### src/scp_pkg.sv
// Package: constants shared by both ends of the serial configuration port.
// Assumes a 20 MHz system clock on both ends.
`default_nettype none
package scp_pkg;
  localparam int unsigned SYS_CLK_HZ = 20_000_000;
  localparam int unsigned ADDR_W = 7;
  localparam int unsigned DATA_W = 8;
  localparam int unsigned INSTR_BITS = 8;
  localparam int unsigned RW_BIT = 7;
  localparam logic [6:0] ADDR_MIN = 7'h00;
  localparam logic [6:0] ADDR_MAX = 7'h7F;
  localparam logic [6:0] REG_COMM_CONFIG = 7'h00;
  localparam logic [6:0] REG_POWER_CONTROL = 7'h01;
  localparam logic [6:0] REG_INPUT_FORMAT = 7'h03;
  localparam logic [6:0] REG_EVENT_ENABLE_A = 7'h04;
  localparam logic [6:0] REG_EVENT_ENABLE_B = 7'h05;
  localparam logic [6:0] REG_EVENT_FLAGS_A = 7'h06;
  localparam logic [6:0] REG_EVENT_FLAGS_B = 7'h07;
  localparam logic [6:0] REG_CLOCK_INPUT_CONTROL = 7'h08;
  localparam logic [6:0] REG_SYNTH_CONTROL_A = 7'h0A;
  localparam logic [6:0] REG_SYNTH_CONTROL_B = 7'h0C;
  localparam logic [6:0] REG_SYNTH_CONTROL_C = 7'h0D;
  localparam logic [6:0] REG_SYNTH_STATUS_A = 7'h0E;
  localparam logic [6:0] REG_SYNTH_STATUS_B = 7'h0F;
  localparam int unsigned BIDIR_BIT = 7;
  localparam int unsigned LSB_FIRST_BIT = 6;
  localparam logic [7:0] RST_COMM_CONFIG = 8'h00;
  localparam logic [7:0] RST_POWER_CONTROL = 8'h10;
  localparam logic [7:0] RST_INPUT_FORMAT = 8'h00;
  localparam logic [7:0] RST_EVENT_ENABLE = 8'h00;
  localparam logic [7:0] RST_CLOCK_INPUT_CONTROL = 8'h3F;
  localparam logic [7:0] RST_SYNTH_CONTROL_A = 8'h00;
  localparam logic [7:0] RST_SYNTH_CONTROL_B = 8'hD1;
  localparam logic [7:0] RST_SYNTH_CONTROL_C = 8'hD9;
  localparam logic [7:0] MASK_COMM_CONFIG = 8'hE0;
  localparam logic [7:0] MASK_POWER_CONTROL = 8'hF0;
  localparam logic [7:0] MASK_EVENT_ENABLE_B = 8'h1C;
  localparam logic [7:0] MASK_CLOCK_INPUT_CONTROL = 8'hF0;
  localparam logic [7:0] FIXED_CLOCK_INPUT_CONTROL = 8'h0F;
  localparam int unsigned LINK_MAX_HZ = 40_000_000;
  // Half period of the host-generated link clock, in system cycles
  localparam int unsigned HOST_HALF_CYCLES = 4;
  localparam logic [1:0] HOST_CMD_WRITE = 2'h0;
  localparam logic [1:0] HOST_CMD_READ = 2'h1;
  localparam logic [7:0] HOST_REG_CMD = 8'h00;
  localparam logic [7:0] HOST_REG_COUNT = 8'h01;
  localparam logic [7:0] HOST_REG_MODE = 8'h02;
  localparam logic [7:0] HOST_REG_STATUS = 8'h03;
  localparam logic [7:0] HOST_REG_WDATA = 8'h04;
  localparam logic [7:0] HOST_REG_RDATA = 8'h05;
endpackage
`default_nettype wire

### src/scp_link_if.sv
// Interface: the four serial wires between host and device.
// Assumes the testbench resolves the shared data wire from the enables.
`default_nettype none
interface scp_link_if;
  logic sel_n;
  logic sclk;
  logic sdio_host_o;
  logic sdio_host_oe;
  logic sdio_dev_o;
  logic sdio_dev_oe;
  logic sdio_in;
  logic separate_out_pin_o;
  logic separate_out_pin_oe;
  logic separate_out_pin_in;
  modport device (input sel_n, input sclk, input sdio_in, input separate_out_pin_in,
    output sdio_dev_o, output sdio_dev_oe, output separate_out_pin_o, output separate_out_pin_oe);
  modport host (output sel_n, output sclk, output sdio_host_o, output sdio_host_oe,
    input sdio_in, input separate_out_pin_in);
endinterface
`default_nettype wire

### src/scp_device.sv
// Device end: serial configuration port slave with register map.
// Assumes link pins arrive asynchronously and are synchronised to sys_clk_i.
// Function
// - Instruction bit 7: one reads, zero writes
// - Low seven bits give starting register address
// - Sample input bits on rising serial clock
// - Launch read bits on falling serial clock
// - Host keeps serial clock at most 40MHz
// - Select high tristates both data pins
// - Host holds select low whole cycle
// - Comm bit 7 picks bidirectional pin, reset zero
// - Separate output used unless bidirectional mode
// - Comm bit 6 picks LSB-first, reset zero
// - Instruction and data shift in chosen order
// - MSB-first multibyte address decrements
// - LSB-first multibyte address increments
// - Host MSB-first starts at top byte
// - Host LSB-first starts at bottom byte
// - Select high then low restarts instruction
// - First eight edges form instruction byte
// - Register updates at byte's last bit
`default_nettype none
module scp_device (
  input wire logic sys_clk_i,
  input wire logic reset_i,
  scp_link_if.device link,
  input wire logic [7:0] event_flags_a_i,
  input wire logic [7:0] event_flags_b_i,
  input wire logic synth_locked_i,
  input wire logic [7:0] synth_status_a_i,
  input wire logic [7:0] synth_status_b_i,
  output logic [7:0] comm_config_o,
  output logic [7:0] power_control_o,
  output logic [7:0] input_format_o,
  output logic [7:0] event_enable_a_o,
  output logic [7:0] event_enable_b_o,
  output logic [7:0] clock_input_control_o,
  output logic [7:0] synth_control_a_o,
  output logic [7:0] synth_control_b_o,
  output logic [7:0] synth_control_c_o
);
  logic [1:0] sel_sync_ff, sclk_sync_ff, sdi_sync_ff;
  logic sclk_prev_ff;
  logic [3:0] bit_cnt_ff;
  logic instr_done_ff;
  logic read_ff;
  logic [6:0] addr_ff;
  logic [7:0] shift_ff;
  logic [7:0] tx_ff;
  logic sdo_ff;
  logic sdio_oe_ff;
  logic sep_oe_ff;
  logic [7:0] rd_word;
  localparam logic [3:0] LAST_BIT = 4'(scp_pkg::INSTR_BITS - 1);
  logic [7:0] comm_ff, power_ff, format_ff, ena_ff, enb_ff, clkc_ff, sca_ff, scb_ff, scc_ff;

  wire sel_n = sel_sync_ff[1];
  wire sclk_s = sclk_sync_ff[1];
  wire sdi = sdi_sync_ff[1];
  wire rise = sclk_s & ~sclk_prev_ff & ~sel_n;
  wire fall = ~sclk_s & sclk_prev_ff & ~sel_n;
  wire lsb_first = comm_ff[scp_pkg::LSB_FIRST_BIT];
  wire bidir = comm_ff[scp_pkg::BIDIR_BIT];
  // Shift in at the end chosen by the bit order
  wire [7:0] shifted = lsb_first ? {sdi, shift_ff[7:1]} : {shift_ff[6:0], sdi};
  wire byte_end = rise & (bit_cnt_ff == LAST_BIT);
  wire [6:0] next_addr = lsb_first ? addr_ff + 7'h01 : addr_ff - 7'h01;
  wire [6:0] start_addr = shifted[6:0];
  wire start_read = shifted[scp_pkg::RW_BIT];
  wire [6:0] rd_addr = instr_done_ff ? next_addr : start_addr;
  wire wr_en = byte_end & instr_done_ff & ~read_ff;
  wire tx_bit = lsb_first ? tx_ff[0] : tx_ff[7];
  wire load = byte_end & (instr_done_ff ? read_ff : start_read);
  wire launch = fall & instr_done_ff & read_ff;

  function automatic logic [7:0] read_reg(input logic [6:0] a);
    case (a)
      scp_pkg::REG_COMM_CONFIG: read_reg = comm_ff;
      scp_pkg::REG_POWER_CONTROL: read_reg = {power_ff[7:1], synth_locked_i};
      scp_pkg::REG_INPUT_FORMAT: read_reg = format_ff;
      scp_pkg::REG_EVENT_ENABLE_A: read_reg = ena_ff;
      scp_pkg::REG_EVENT_ENABLE_B: read_reg = enb_ff;
      scp_pkg::REG_EVENT_FLAGS_A: read_reg = event_flags_a_i;
      scp_pkg::REG_EVENT_FLAGS_B: read_reg = event_flags_b_i & scp_pkg::MASK_EVENT_ENABLE_B;
      scp_pkg::REG_CLOCK_INPUT_CONTROL: read_reg = clkc_ff;
      scp_pkg::REG_SYNTH_CONTROL_A: read_reg = sca_ff;
      scp_pkg::REG_SYNTH_CONTROL_B: read_reg = scb_ff;
      scp_pkg::REG_SYNTH_CONTROL_C: read_reg = scc_ff;
      scp_pkg::REG_SYNTH_STATUS_A: read_reg = synth_status_a_i;
      scp_pkg::REG_SYNTH_STATUS_B: read_reg = synth_status_b_i;
      default: read_reg = 8'h00;
    endcase
  endfunction

  function automatic logic hit(input logic [6:0] a, input logic [6:0] r);
    hit = wr_en & (a == r);
  endfunction

  // Word for the next read byte; a process so that register changes retrigger it
  always_comb begin
    rd_word = read_reg(rd_addr);
  end

  // Synchronisers
  always_ff @(posedge sys_clk_i) begin
    if (reset_i) begin
      sel_sync_ff <= 2'h3;
      sclk_sync_ff <= 2'h0;
      sdi_sync_ff <= 2'h0;
      sclk_prev_ff <= 1'b0;
    end else begin
      sel_sync_ff <= {sel_sync_ff[0], link.sel_n};
      sclk_sync_ff <= {sclk_sync_ff[0], link.sclk};
      sdi_sync_ff <= {sdi_sync_ff[0], link.sdio_in};
      sclk_prev_ff <= sclk_s;
    end
  end

  // Frame sequencing
  always_ff @(posedge sys_clk_i) begin
    if (reset_i || sel_n) begin
      bit_cnt_ff <= 4'h0;
      instr_done_ff <= 1'b0;
      read_ff <= 1'b0;
      addr_ff <= scp_pkg::ADDR_MIN;
      shift_ff <= 8'h00;
    end else if (rise) begin
      shift_ff <= shifted;
      bit_cnt_ff <= (bit_cnt_ff == LAST_BIT) ? 4'h0 : bit_cnt_ff + 4'h1;
      if (byte_end && !instr_done_ff) begin
        instr_done_ff <= 1'b1;
        read_ff <= start_read;
        addr_ff <= start_addr;
      end else if (byte_end) begin
        addr_ff <= next_addr;
      end
    end
  end

  // Read shifter: loaded at byte boundary, bits launched on falling edges
  always_ff @(posedge sys_clk_i) begin
    if (reset_i || sel_n) begin
      tx_ff <= 8'h00;
      sdo_ff <= 1'b0;
    end else if (load) begin
      tx_ff <= rd_word;
    end else if (launch) begin
      sdo_ff <= tx_bit;
      tx_ff <= lsb_first ? {1'b0, tx_ff[7:1]} : {tx_ff[6:0], 1'b0};
    end
  end

  // Output enables: raised at the first launch, dropped while deselected
  always_ff @(posedge sys_clk_i) begin
    if (reset_i || sel_n) begin
      sdio_oe_ff <= 1'b0;
      sep_oe_ff <= 1'b0;
    end else if (launch) begin
      sdio_oe_ff <= bidir;
      sep_oe_ff <= ~bidir;
    end
  end

  // Register file
  always_ff @(posedge sys_clk_i) begin
    if (reset_i) begin
      comm_ff <= scp_pkg::RST_COMM_CONFIG;
      power_ff <= scp_pkg::RST_POWER_CONTROL;
      format_ff <= scp_pkg::RST_INPUT_FORMAT;
      ena_ff <= scp_pkg::RST_EVENT_ENABLE;
      enb_ff <= scp_pkg::RST_EVENT_ENABLE;
      clkc_ff <= scp_pkg::RST_CLOCK_INPUT_CONTROL;
      sca_ff <= scp_pkg::RST_SYNTH_CONTROL_A;
      scb_ff <= scp_pkg::RST_SYNTH_CONTROL_B;
      scc_ff <= scp_pkg::RST_SYNTH_CONTROL_C;
    end else begin
      if (hit(addr_ff, scp_pkg::REG_COMM_CONFIG)) comm_ff <= shifted & scp_pkg::MASK_COMM_CONFIG;
      if (hit(addr_ff, scp_pkg::REG_POWER_CONTROL)) power_ff <= shifted & scp_pkg::MASK_POWER_CONTROL;
      if (hit(addr_ff, scp_pkg::REG_INPUT_FORMAT)) format_ff <= shifted;
      if (hit(addr_ff, scp_pkg::REG_EVENT_ENABLE_A)) ena_ff <= shifted;
      if (hit(addr_ff, scp_pkg::REG_EVENT_ENABLE_B)) enb_ff <= shifted & scp_pkg::MASK_EVENT_ENABLE_B;
      if (hit(addr_ff, scp_pkg::REG_CLOCK_INPUT_CONTROL)) begin
        clkc_ff <= (shifted & scp_pkg::MASK_CLOCK_INPUT_CONTROL) | scp_pkg::FIXED_CLOCK_INPUT_CONTROL;
      end
      if (hit(addr_ff, scp_pkg::REG_SYNTH_CONTROL_A)) sca_ff <= shifted;
      if (hit(addr_ff, scp_pkg::REG_SYNTH_CONTROL_B)) scb_ff <= shifted;
      if (hit(addr_ff, scp_pkg::REG_SYNTH_CONTROL_C)) scc_ff <= shifted;
    end
  end

  // Pin drive
  always_comb begin
    link.sdio_dev_o = sdo_ff;
    link.sdio_dev_oe = sdio_oe_ff;
    link.separate_out_pin_o = sdo_ff;
    link.separate_out_pin_oe = sep_oe_ff;
  end

  assign comm_config_o = comm_ff;
  assign power_control_o = power_ff;
  assign input_format_o = format_ff;
  assign event_enable_a_o = ena_ff;
  assign event_enable_b_o = enb_ff;
  assign clock_input_control_o = clkc_ff;
  assign synth_control_a_o = sca_ff;
  assign synth_control_b_o = scb_ff;
  assign synth_control_c_o = scc_ff;
endmodule
`default_nettype wire

### src/flat_wrapper.sv
// flat-port wrapper written by rule: the top's interface ports become plain ports
module scp_device_flat 
  (sys_clk_i, reset_i, event_flags_a_i, event_flags_b_i, synth_locked_i, synth_status_a_i, synth_status_b_i, comm_config_o, power_control_o, input_format_o, event_enable_a_o, event_enable_b_o, clock_input_control_o, synth_control_a_o, synth_control_b_o, synth_control_c_o, link_sel_n, link_sclk, link_sdio_in, link_separate_out_pin_in, link_sdio_dev_o, link_sdio_dev_oe, link_separate_out_pin_o, link_separate_out_pin_oe);
  scp_link_if link_i ();
  input wire logic sys_clk_i;
  input wire logic reset_i;
  input wire logic [7:0] event_flags_a_i;
  input wire logic [7:0] event_flags_b_i;
  input wire logic synth_locked_i;
  input wire logic [7:0] synth_status_a_i;
  input wire logic [7:0] synth_status_b_i;
  output logic [7:0] comm_config_o;
  output logic [7:0] power_control_o;
  output logic [7:0] input_format_o;
  output logic [7:0] event_enable_a_o;
  output logic [7:0] event_enable_b_o;
  output logic [7:0] clock_input_control_o;
  output logic [7:0] synth_control_a_o;
  output logic [7:0] synth_control_b_o;
  output logic [7:0] synth_control_c_o;
  input wire logic [$bits(link_i.sel_n)-1:0] link_sel_n;
  input wire logic [$bits(link_i.sclk)-1:0] link_sclk;
  input wire logic [$bits(link_i.sdio_in)-1:0] link_sdio_in;
  input wire logic [$bits(link_i.separate_out_pin_in)-1:0] link_separate_out_pin_in;
  output wire logic [$bits(link_i.sdio_dev_o)-1:0] link_sdio_dev_o;
  output wire logic [$bits(link_i.sdio_dev_oe)-1:0] link_sdio_dev_oe;
  output wire logic [$bits(link_i.separate_out_pin_o)-1:0] link_separate_out_pin_o;
  output wire logic [$bits(link_i.separate_out_pin_oe)-1:0] link_separate_out_pin_oe;
  assign link_i.sel_n = link_sel_n;
  assign link_i.sclk = link_sclk;
  assign link_i.sdio_in = link_sdio_in;
  assign link_i.separate_out_pin_in = link_separate_out_pin_in;
  assign link_sdio_dev_o = link_i.sdio_dev_o;
  assign link_sdio_dev_oe = link_i.sdio_dev_oe;
  assign link_separate_out_pin_o = link_i.separate_out_pin_o;
  assign link_separate_out_pin_oe = link_i.separate_out_pin_oe;
  scp_device u_core (.sys_clk_i(sys_clk_i), .reset_i(reset_i), .link(link_i), .event_flags_a_i(event_flags_a_i), .event_flags_b_i(event_flags_b_i), .synth_locked_i(synth_locked_i), .synth_status_a_i(synth_status_a_i), .synth_status_b_i(synth_status_b_i), .comm_config_o(comm_config_o), .power_control_o(power_control_o), .input_format_o(input_format_o), .event_enable_a_o(event_enable_a_o), .event_enable_b_o(event_enable_b_o), .clock_input_control_o(clock_input_control_o), .synth_control_a_o(synth_control_a_o), .synth_control_b_o(synth_control_b_o), .synth_control_c_o(synth_control_c_o));
endmodule
### config.mk
export PLATFORM = sky130hd
export DESIGN_NAME = scp_device_flat
export DESIGN_NICKNAME = d
export VERILOG_FILES = /design/src/scp_pkg.sv /design/src/scp_link_if.sv /design/src/scp_device.sv /design/src/flat_wrapper.sv
export SDC_FILE = /design/constraint.sdc
export NUM_CORES = 1
export LEC_CHECK = 0
export BUFFER_PORTS_ARGS = -buffer_cell sky130_fd_sc_hd__buf_2
export CAP_MARGIN = 20
export CORE_MARGIN = 8
export CORE_UTILIZATION = 59
export DETAILED_ROUTE_END_ITERATION = 12
export GPL_ROUTABILITY_DRIVEN = 0
export PLACE_DENSITY = 0.86
export SLEW_MARGIN = 20
export SYNTH_ARGS = -nofsm -noshare
export SYNTH_HDL_FRONTEND = slang
export SYNTH_SLANG_ARGS = --single-unit
### constraint.sdc
create_clock -name sys_clk_i -period 6.4 [get_ports sys_clk_i]
set_clock_uncertainty 0.15 [all_clocks]
set_input_delay 0.32 -clock sys_clk_i [delete_from_list [all_inputs] [get_ports sys_clk_i]]
set_output_delay 0.32 -clock sys_clk_i [all_outputs]
set_load 0.005 [all_outputs]
# Yosys cells after proc, flatten, opt, wreduce, memory -nomap -nowiden
# Index checks and enable logic that the tools add are counted.
classes:
  addsub: 3
  n_eq_ne: 21
  n_mux: 12
  n_bitwise: 25
  n_reduce_logical: 10
op_table:
  columns: ["op", "n"]
  rows:
  - ["8-bit case mux with 13 select lines", 1]
  - ["7-bit by 4-bit == test with 1-bit output, second input constant", 10]
  - ["7-bit by 3-bit == test with 1-bit output, second input constant", 6]
  - ["8-bit 2-to-1 mux", 4]
  - ["7-bit 2-to-1 mux", 4]
  - ["1-bit AND", 19]
  - ["7-bit by 1-bit == test with 1-bit output, second input constant", 2]
  - ["7-bit by 2-bit == test with 1-bit output, second input constant", 2]
  - ["7-bit zero test", 2]
  - ["7-bit by 1-bit adder with 7-bit output, second input constant", 1]
  - ["7-bit by 1-bit subtractor with 7-bit output, second input constant", 1]
  - ["1-bit inverter", 6]
  - ["2-bit AND reduction", 3]
  - ["4-bit by 1-bit adder with 4-bit output, second input constant", 1]
  - ["4-bit by 3-bit == test with 1-bit output, second input constant", 1]
  - ["4-bit 2-to-1 mux", 1]
  - ["2-bit nonzero test", 2]
  - ["1-bit 2-to-1 mux", 2]
  - ["1-bit logical AND", 1]
  - ["1-bit zero test", 1]
  - ["1-bit logical OR", 1]
totals:
  reg_bits: 93
  out_inout_bits: 76

# Logic depth before layout (Yosys ltp)
# Gate-level depths: netlist of run 1.
logic_depth:
  ltp_word: 7
  ltp_mapped: 11
  depth_no_buf: 9

# Least setup slack after synthesis of run 1
# OpenSTA, ideal clock, no wires.
synth_timing:
  path_type: "register to register"
  from: "register u_core.addr_ff[0]"
  to: "register u_core.tx_ff[4]"
  setup_time_ns: 0.132
  arrival_time_ns: 2.628
  slack_ns: 3.489
  path_stages_with_launch: 11
  n_path_buf: 1
  synth_period_minus_slack_ns: 2.911
  path_cell_list: "dfxtp_1 > inv_1 > ha_1 > and2_1 > or3_1 > clkbuf_1 > nand2_2 > mux4_2 > a211o_1 > o31ai_1 > a21oi_1"
synth_via:
  elab_chain_cells: 6
synth_rtl:
  columns: ["item", "line_no", "text"]
  rows:
  - ["from (decl)", "scp_device.sv:47", "logic [6:0] addr_ff;"]
  - ["from (signal assigned)", "scp_device.sv:125", "addr_ff <= scp_pkg::ADDR_MIN;"]
  - ["from (signal assigned)", "scp_device.sv:133", "addr_ff <= start_addr;"]
  - ["from (signal assigned)", "scp_device.sv:135", "addr_ff <= next_addr;"]
  - ["7-bit by 1-bit subtractor with 7-bit output or 7-bit by 1-bit adder with 7-bit output (tied branches)", "scp_device.sv:67", "wire [6:0] next_addr = lsb_first ? addr_ff + 7'h01 : addr_ff - 7'h01;"]
  - ["7-bit 2-to-1 mux (*)", "scp_device.sv:67", null]
  - ["7-bit 2-to-1 mux (*)", "scp_device.sv:70", "wire [6:0] rd_addr = instr_done_ff ? next_addr : start_addr;"]
  - ["7-bit by 4-bit == test with 1-bit output (tied with other cells)", "scp_device.sv:77", "case (a)"]
  - ["8-bit case mux with 13 select lines (*)", "scp_device.sv:77", null]
  - ["8-bit 2-to-1 mux (*)", "scp_device.sv:145", "end else if (load) begin"]
  - ["to (signal assigned)", "scp_device.sv:146", "tx_ff <= rd_word;"]
  - ["to (signal assigned)", "scp_device.sv:149", "tx_ff <= lsb_first ? {1'b0, tx_ff[7:1]} : {tx_ff[6:0], 1'b0};"]
  - ["to (decl)", "scp_device.sv:49", "logic [7:0] tx_ff;"]
# Every way passes the cells marked *; elsewhere a longest branch is shown, timed or not.
# A chain may end at the register's enable or synchronous reset.

# Worst setup path after layout of run 1
# Ends and elaborated chain as after synthesis.

==> impl_results.md, run 1 <==
* Status: finished clean
* R2R Setup Slk at 2.44 ns
* DRC Markers at 0
* Critical R2R Launch: u_core.addr_ff[0]
* Achievable Freq at 0.253 GHz
* Share of post-route cells with drive strength above 1 at 21.9%
* CP required at 6.49 ns
* Mapped Cells at 637
* Chip Width at 110 µm
* RSZ-0062 raised after global routing: false
* Global-route usage over all layers at 27.2%
* Startpoint types: flop
* Hold/Removal Path Class: primary input to flop
* GRT overflow at 0
* Ys Warns at 0
* Synth cell types at 74
* Min Hold Slack at 0.0213 ns
* First-pass GRT wire length at 25700 µm
* Placed cell areas at 0.00560 mm²
* Pre-CTS WS at 2.60 ns
* Total CTS buffers at 9
* Port buffer count at 90
* DR vias at 5345
* Final worst path period share at 61.8%
* EDFF count, synth at 0
* Ys async rst share at 0%
* Critical Path AT at 4.05 ns
* R2r endpoint: u_core.tx_ff[4]
* Hold depth at 2
* Clock H-tree levels at 3
* WHS Endpoint: u_core.sdi_sync_ff[0]
* Crit path max fanout at 18
* Boundary Pins at 115
* Inserted Diodes at 0
* DPL Wire Length at 12100 µm
* Synth Register Bits at 93
* CTS tree: yes
* Tightest Pin Transition at 1.04 ns
* Site Rows at 34
* Minimum clock period at 3.96 ns
* Post_cts resized at 0
* R2R depth at 9
* Clock-pin slew on the worst setup and hold paths at 0.09 ns
* WL/cell at 20.6 µm
* Post-Syn Area at 0.00525 mm²
* Clock tree sinks at 93
* Initial Util at 60.5%
* Initial DRC Count at 605
* Leak at 0.00216 µW
* Final WL at 16700 µm
* Synthesis-to-finish area growth at 11.1%
* Initial antenna violation count at 0
* Clock Tree Root: clkbuf_8
* Post-route cell area at 0.00583 mm²
* Die area at 0.0122 mm²
* Hold Fails Final Rpt at 0
* Drt first pass iters at 8
* Hold Path Origin: link_sdio_in
* Finish-stage setup viols at 0
* Synthesized area per cell at 8.25 µm²
* Die Y at 110 µm
* Max clock buf depth at 2
* Max VDD drop at 0.160 mV
* Slew margin rel. at 28.7%
* Skew-Pair Late Insertion Delay at 0.38 ns
* Pwr dens at 183 mW/mm²
* Setup tns final at 0 ns
* Final Util at 67.2%
* Setup CP Type: flop to flop
* Max-slew violation count at 0
* Top_reg_cell synth: dfxtp_1
* Drt via density at 6.60
* Setup ws final at 2.44 ns
* Core Box Area at 0.00868 mm²
* Sequential cell area fraction in the yosys report at 35.4%
* MaxCap Viol Count at 0
* Endpoint class of the critical path: flop
* Routed Antenna Nets at 0
* Pin count of the biggest net entering global routing at 47
* Final Net Count at 742
* Vias in the first global route at 4881
==> stage by stage <==
stage	power (µW)	std cells
after floorplan	622	653
after global placement	628	793
after detailed placement	629	793
after CTS	1070	810
after global routing	1100	810
final	1070	810
==> cell usage after synthesis (4+ instances only) <==
| cell type | instances | area (µm²) |
|---|---|---|
| o22ai_1 | 8 | 50.1 |
| or2_2 | 7 | 43.8 |
| inv_1 | 4 | 15.0 |
| a211oi_1 | 40 | 300 |
| a22oi_1 | 5 | 37.5 |
| and2_1 | 4 | 25.0 |
| nand4_1 | 5 | 31.3 |
| mux2i_1 | 21 | 210 |
| a311oi_1 | 5 | 43.8 |
| clkbuf_1 | 26 | 97.6 |
| ha_1 | 6 | 75.1 |
| a21oi_1 | 49 | 245 |
| nor2b_1 | 13 | 81.3 |
| nor3_1 | 14 | 70.1 |
| nand2b_1 | 6 | 37.5 |
| nand2_1 | 53 | 199 |
| dfxtp_1 | 93 | 1860 |
| nor2_1 | 86 | 323 |
| nand3_1 | 18 | 90.1 |
| buf_1 | 4 | 15.0 |
| buf_2 | 9 | 45.0 |
| buf_4 | 24 | 180 |
| a31oi_1 | 9 | 56.3 |
| or3_1 | 5 | 31.3 |
| o21ai_0 | 18 | 90.1 |
| and3_1 | 10 | 62.6 |
| mux2_2 | 12 | 135 |
| a211o_1 | 13 | 114 |
==> timing repair <==
action / in CTS / in global routing
setup endpoints to repair: 0 / 0
hold buffers: 1 / 0
hold endpoints to repair: 1 / 0
buffers inserted: 0 / 0
==> worst max-delay path: stages (launching register included) <==
cell and delay (ns):
dfxtp_1 0.51, inv_1 0.14, ha_1 0.36, mux2i_1 0.54
nand2b_1 0.50, nand2_2 0.39, mux4_2 0.42, a211o_1 0.35
o31ai_1 0.35, a21oi_1 0.11
==> flip-flops by register name (all words and copies together) (netlist names) <==
signal,flops
u_core.tx_ff,8
u_core.link.sdio_dev_o,1
u_core.sdi_sync_ff,2
u_core.addr_ff,7
u_core.input_format_o,8
u_core.sel_sync_ff,2
u_core.sclk_sync_ff,2
u_core.shift_ff,8
u_core.clock_input_control_o,4
u_core.link.sdio_dev_oe,1
u_core.synth_control_c_o,8
u_core.synth_control_b_o,8
u_core.read_ff,1
u_core.power_control_o,4
u_core.synth_control_a_o,8
u_core.bit_cnt_ff,4
u_core.comm_config_o,3
u_core.event_enable_b_o,3
u_core.sclk_prev_ff,1
u_core.link.separate_out_pin_oe,1
u_core.instr_done_ff,1
u_core.event_enable_a_o,8
==> cells in the final DEF, fill, tap and decap left out, types with 3 or more instances in the layout <==
| master | count |
|---|---|
| dfxtp_1 | 92 |
| buf_2 | 90 |
| nor2_1 | 85 |
| nand2_1 | 53 |
| a21oi_1 | 49 |
| a211oi_1 | 40 |
| mux2i_1 | 21 |
| nand3_1 | 18 |
| conb_1 | 18 |
| o21ai_0 | 17 |
| nor3_1 | 14 |
| nor2b_1 | 13 |
| a211o_1 | 13 |
| mux2_2 | 12 |
| and3_1 | 10 |
| a31oi_1 | 9 |
| clkbuf_8 | 9 |
| o22ai_1 | 8 |
| or2_2 | 7 |
| nand2b_1 | 6 |
| ha_1 | 6 |
| buf_4 | 6 |
| nand4_1 | 5 |
| or3_1 | 5 |
| a311oi_1 | 5 |
| a22oi_1 | 5 |
| inv_1 | 4 |
| and2_1 | 4 |
| and3b_1 | 3 |
| xor2_1 | 3 |
| or4_1 | 3 |
| nand4b_1 | 3 |
| o31ai_1 | 3 |
==> worst max path at each step <==
stage                            startpoint               to  slack [ns]  depth (start not counted)
after floorplan           u_core.addr_ff[0]  u_core.tx_ff[4]        3.49                         10
after global placement    u_core.addr_ff[0]  u_core.tx_ff[4]        2.72                          9
after detailed placement  u_core.addr_ff[0]  u_core.tx_ff[4]        2.60                          9
after CTS                 u_core.addr_ff[0]  u_core.tx_ff[4]        2.61                          9
after global routing      u_core.addr_ff[0]  u_core.tx_ff[2]        2.30                          9
final                     u_core.addr_ff[0]  u_core.tx_ff[4]        2.44                          9
==> per-layer routing <==
| layer | vias to the layer above | routed length, µm | global-route usage (%) | share of wire [%] |
|---|---|---|---|---|
| met5 | - | 0 | 0 | 0 |
| met4 | 0 | 705 | 13.0 | 4.2 |
| met3 | 76 | 2190 | 8.55 | 13 |
| met2 | 406 | 7240 | 38.9 | 43 |
| met1 | 2452 | 6540 | 36.3 | 39 |
| li1 | 2411 | - | - | - |
==> cell families after synthesis <==
family | Yosys count | share of synthesized area, %
mux | 38 | 8.38
simple gates | 250 | 24.0
flops | 93 | 35.4
buf+inv | 68 | 6.93
other cells | 2 | 0.143
fa+ha+maj | 6 | 1.43
xor+xnor | 3 | 0.500
compound gates | 177 | 23.2
==> layout make-up <==
cell class | instances | area (µm²)
multi-input cells | 492 | 3090
flip-flops and latches | 93 | 1860
inverters | 4 | 15.0
clock inverters | 6 | 93.8
repair buffers | 97 | 505
clock buffers | 10 | 128
fillers | 721 | 2840
well taps | 108 | 135
==> report_power, final <==
part | internal, µW | leakage (µW) | switching, µW | total (µW)
logic | 13.1 | 0.00130 | 23.2 | 36.3
registers | 580 | 0.000751 | 1.16 | 581
clock network | 224 | 0.000107 | 228 | 452
No activity file was read; power rests on OpenSTA's default activity.
==> run 2: changes to the inputs <==
Settings changed: CORE_UTILIZATION 59 to 50, PLACE_DENSITY 0.86 to 0.77.
Clock period 6.4 ns to 3.2 ns, I/O delays scaled along.
==> run 2 against run 1 <==
Via count is essentially flat; die area up 15%; cell count is 7.4% higher; sequential share of layout area decreased by 1.2 points; first-iteration DRC count increased by 6.1%; core utilization is 8.3 points lower; combinational power up 110%; flip-flop and latch count unchanged; sequential power rose by 100%; critical path depth rose by 1; highest routed layer unchanged.
==> impl_results.md, run 2 (same netlist as run 1, synthesis figures left out) <==
* Global-route usage over all layers at 23.6% (was 27.2%)
* Endpoint class of the critical path: flop (unchanged)
* Hold/Removal Path Class: primary input to flop (unchanged)
* Max clock buf depth at 2 (unchanged)
* Final Util at 58.9% (was 67.2%)
* Drt via density at 6.15 (was 6.60)
* Status: finished clean (unchanged)
* Routed Antenna Nets at 0 (unchanged)
* Chip Width at 118 µm (was 110 µm)
* Pwr dens at 322 mW/mm² (was 183 mW/mm²)
* Hold Path Origin: event_flags_a_i[5] (was link_sdio_in)
* Setup ws final at 0.102 ns (was 2.44 ns)
* CP required at 3.30 ns (was 6.49 ns)
* R2R depth at 10 (was 9)
* Crit-path max cell delay at 0.44 ns (was 0.54 ns)
* DR vias at 5348 (was 5345)
* Die area at 0.0140 mm² (was 0.0122 mm²)
* R2r endpoint: u_core.tx_ff[1] (was u_core.tx_ff[4])
* Critical Path AT at 3.19 ns (was 4.05 ns)
* Clock Tree Root: clkbuf_8 (unchanged)
* Die Y at 118 µm (was 110 µm)
* CP cell instances: inv_1, ha_1, and2_1, or3_1, nand2_2, buf_4, mux2_2, a22o_1, o21ai_0, a21oi_1 (was inv_1, ha_1, mux2i_1, nand2b_1, nand2_2, mux4_2, a211o_1, o31ai_1, a21oi_1)
* Crit path max fanout at 12 (was 18)
* Share of post-route cells with drive strength above 1 at 24.8% (was 21.9%)
* Commonest non-fill, non-tap cell in the layout: dfxtp_1 (unchanged)
* GRT overflow at 0 (unchanged)
* Max VDD drop at 0.168 mV (was 0.160 mV)
* Slew margin rel. at 51.2% (was 28.7%)
* Inserted Diodes at 0 (unchanged)
* Tightest Pin Transition at 0.725 ns (was 1.04 ns)
* Initial DRC Count at 642 (was 605)
* Boundary Pins at 115 (unchanged)
* Clock H-tree levels at 3 (unchanged)
* Port buffer count at 90 (unchanged)
* MaxCap Viol Count at 0 (unchanged)
* Core Box Area at 0.0103 mm² (was 0.00868 mm²)
* Final worst path period share at 96.8% (was 61.8%)
* Site Rows at 37 (was 34)
* Min Hold Slack at 0.0710 ns (was 0.0213 ns)
* Setup CP Type: flop to flop (unchanged)
* Final Net Count at 774 (was 742)
* Pin count of the biggest net entering global routing at 62 (was 47)
* WL/cell at 19.5 µm (was 20.6 µm)
* R2R Setup Slk at 0.10 ns (was 2.44 ns)
* Max-slew violation count at 0 (unchanged)
* Vias in the first global route at 5135 (was 4881)
* Achievable Freq at 0.323 GHz (was 0.253 GHz)
* Finish-stage setup viols at 0 (unchanged)
* Skew-Pair Late Insertion Delay at 0.37 ns (was 0.38 ns)
* DPL Wire Length at 12800 µm (was 12100 µm)
* Hold depth at 4 (was 2)
* Setup tns final at 0 ns (unchanged)
* Startpoint types: flop (unchanged)
* Synthesis-to-finish area growth at 15.3% (was 11.1%)
* WHS Endpoint: u_core.tx_ff[5] (was u_core.sdi_sync_ff[0])
* Most frequent cells in the layout: dfxtp_1 (92), buf_2 (90), nor2_1 (86), nand2_1 (53), a21oi_1 (49) (was dfxtp_1 (92), buf_2 (90), nor2_1 (85), nand2_1 (53), a21oi_1 (49))
* Post_cts resized at 0 (unchanged)
* Clock tree sinks at 93 (unchanged)
* DRC Markers at 0 (unchanged)
* Critical R2R Launch: u_core.addr_ff[0] (unchanged)
* RSZ-0062 raised after global routing: false (unchanged)
* Initial Util at 51.1% (was 60.5%)
* Total CTS buffers at 9 (unchanged)
* Pre-CTS WS at 0.246 ns (was 2.60 ns)
* Critical path's slowest cell: or3_1 (was mux2i_1)
* Minimum clock period at 3.10 ns (was 3.96 ns)
* First-pass GRT wire length at 26900 µm (was 25700 µm)
* Hold Fails Final Rpt at 0 (unchanged)
* Clock-pin slew on the worst setup and hold paths at 0.09 ns (about the same)
* CTS tree: yes (unchanged)
* Leak at 0.00228 µW (was 0.00216 µW)
* Initial antenna violation count at 0 (unchanged)
* Final WL at 17000 µm (was 16700 µm)
* Drt first pass iters at 8 (unchanged)
run 2: power by group:
part	switching [µW]	internal, µW
sequential	2.50	1160
clock	428	285
combinational	46.6	30.6
run 2: critical path: cells and delay by family (launching register included):
kind | cells | cell delay (ns)
fa+ha+maj | 1 | 0.33
compound gates | 3 | 0.61
buf+inv | 2 | 0.31
simple gates | 3 | 0.88
mux | 1 | 0.35
flops | 1 | 0.34
run 2: through the flow:
step	power, µW	instance area, µm²	cells
2_1_floorplan	1240	5310	653
3_3_place_gp	1260	5860	851
3_5_place_dp	1260	5860	851
4_1_cts	1960	6060	870
5_1_grt	2020	6060	870
6_report	1950	6060	870
run 2: worst max path at each step:
stage,start,to
3_3_place_gp,u_core.addr_ff[0],u_core.tx_ff[1]
2_1_floorplan,u_core.addr_ff[0],u_core.tx_ff[4]
5_1_grt,u_core.addr_ff[0],u_core.tx_ff[1]
3_5_place_dp,u_core.addr_ff[0],u_core.tx_ff[1]
6_report,u_core.addr_ff[0],u_core.tx_ff[1]
4_1_cts,u_core.addr_ff[0],u_core.tx_ff[1]
run 2: routing by layer:
layer | up-vias | global-route usage [%] | share of wire, %
li1 | 2479 | - | -
met1 | 2477 | 30.1 | 40
met2 | 338 | 36.1 | 44
met3 | 54 | 7.28 | 12
met4 | 0 | 10.5 | 3.9
met5 | - | 0 | 0
run 2: repair_timing:
action | CTS | global route
setup endpoints to repair | 0 | 0
hold endpoints to repair | 3 | 0
hold buffers | 3 | 0
setup buffers | 0 | 0
run 2: cell type report:
type	count	area, µm²
fill	944	4220
multi-input combinational	492	3090
sequential	93	1860
timing repair buffer	129	751
tap	136	170
clock buffer	11	131
clock inverter	5	36.3
inverter	4	15.0
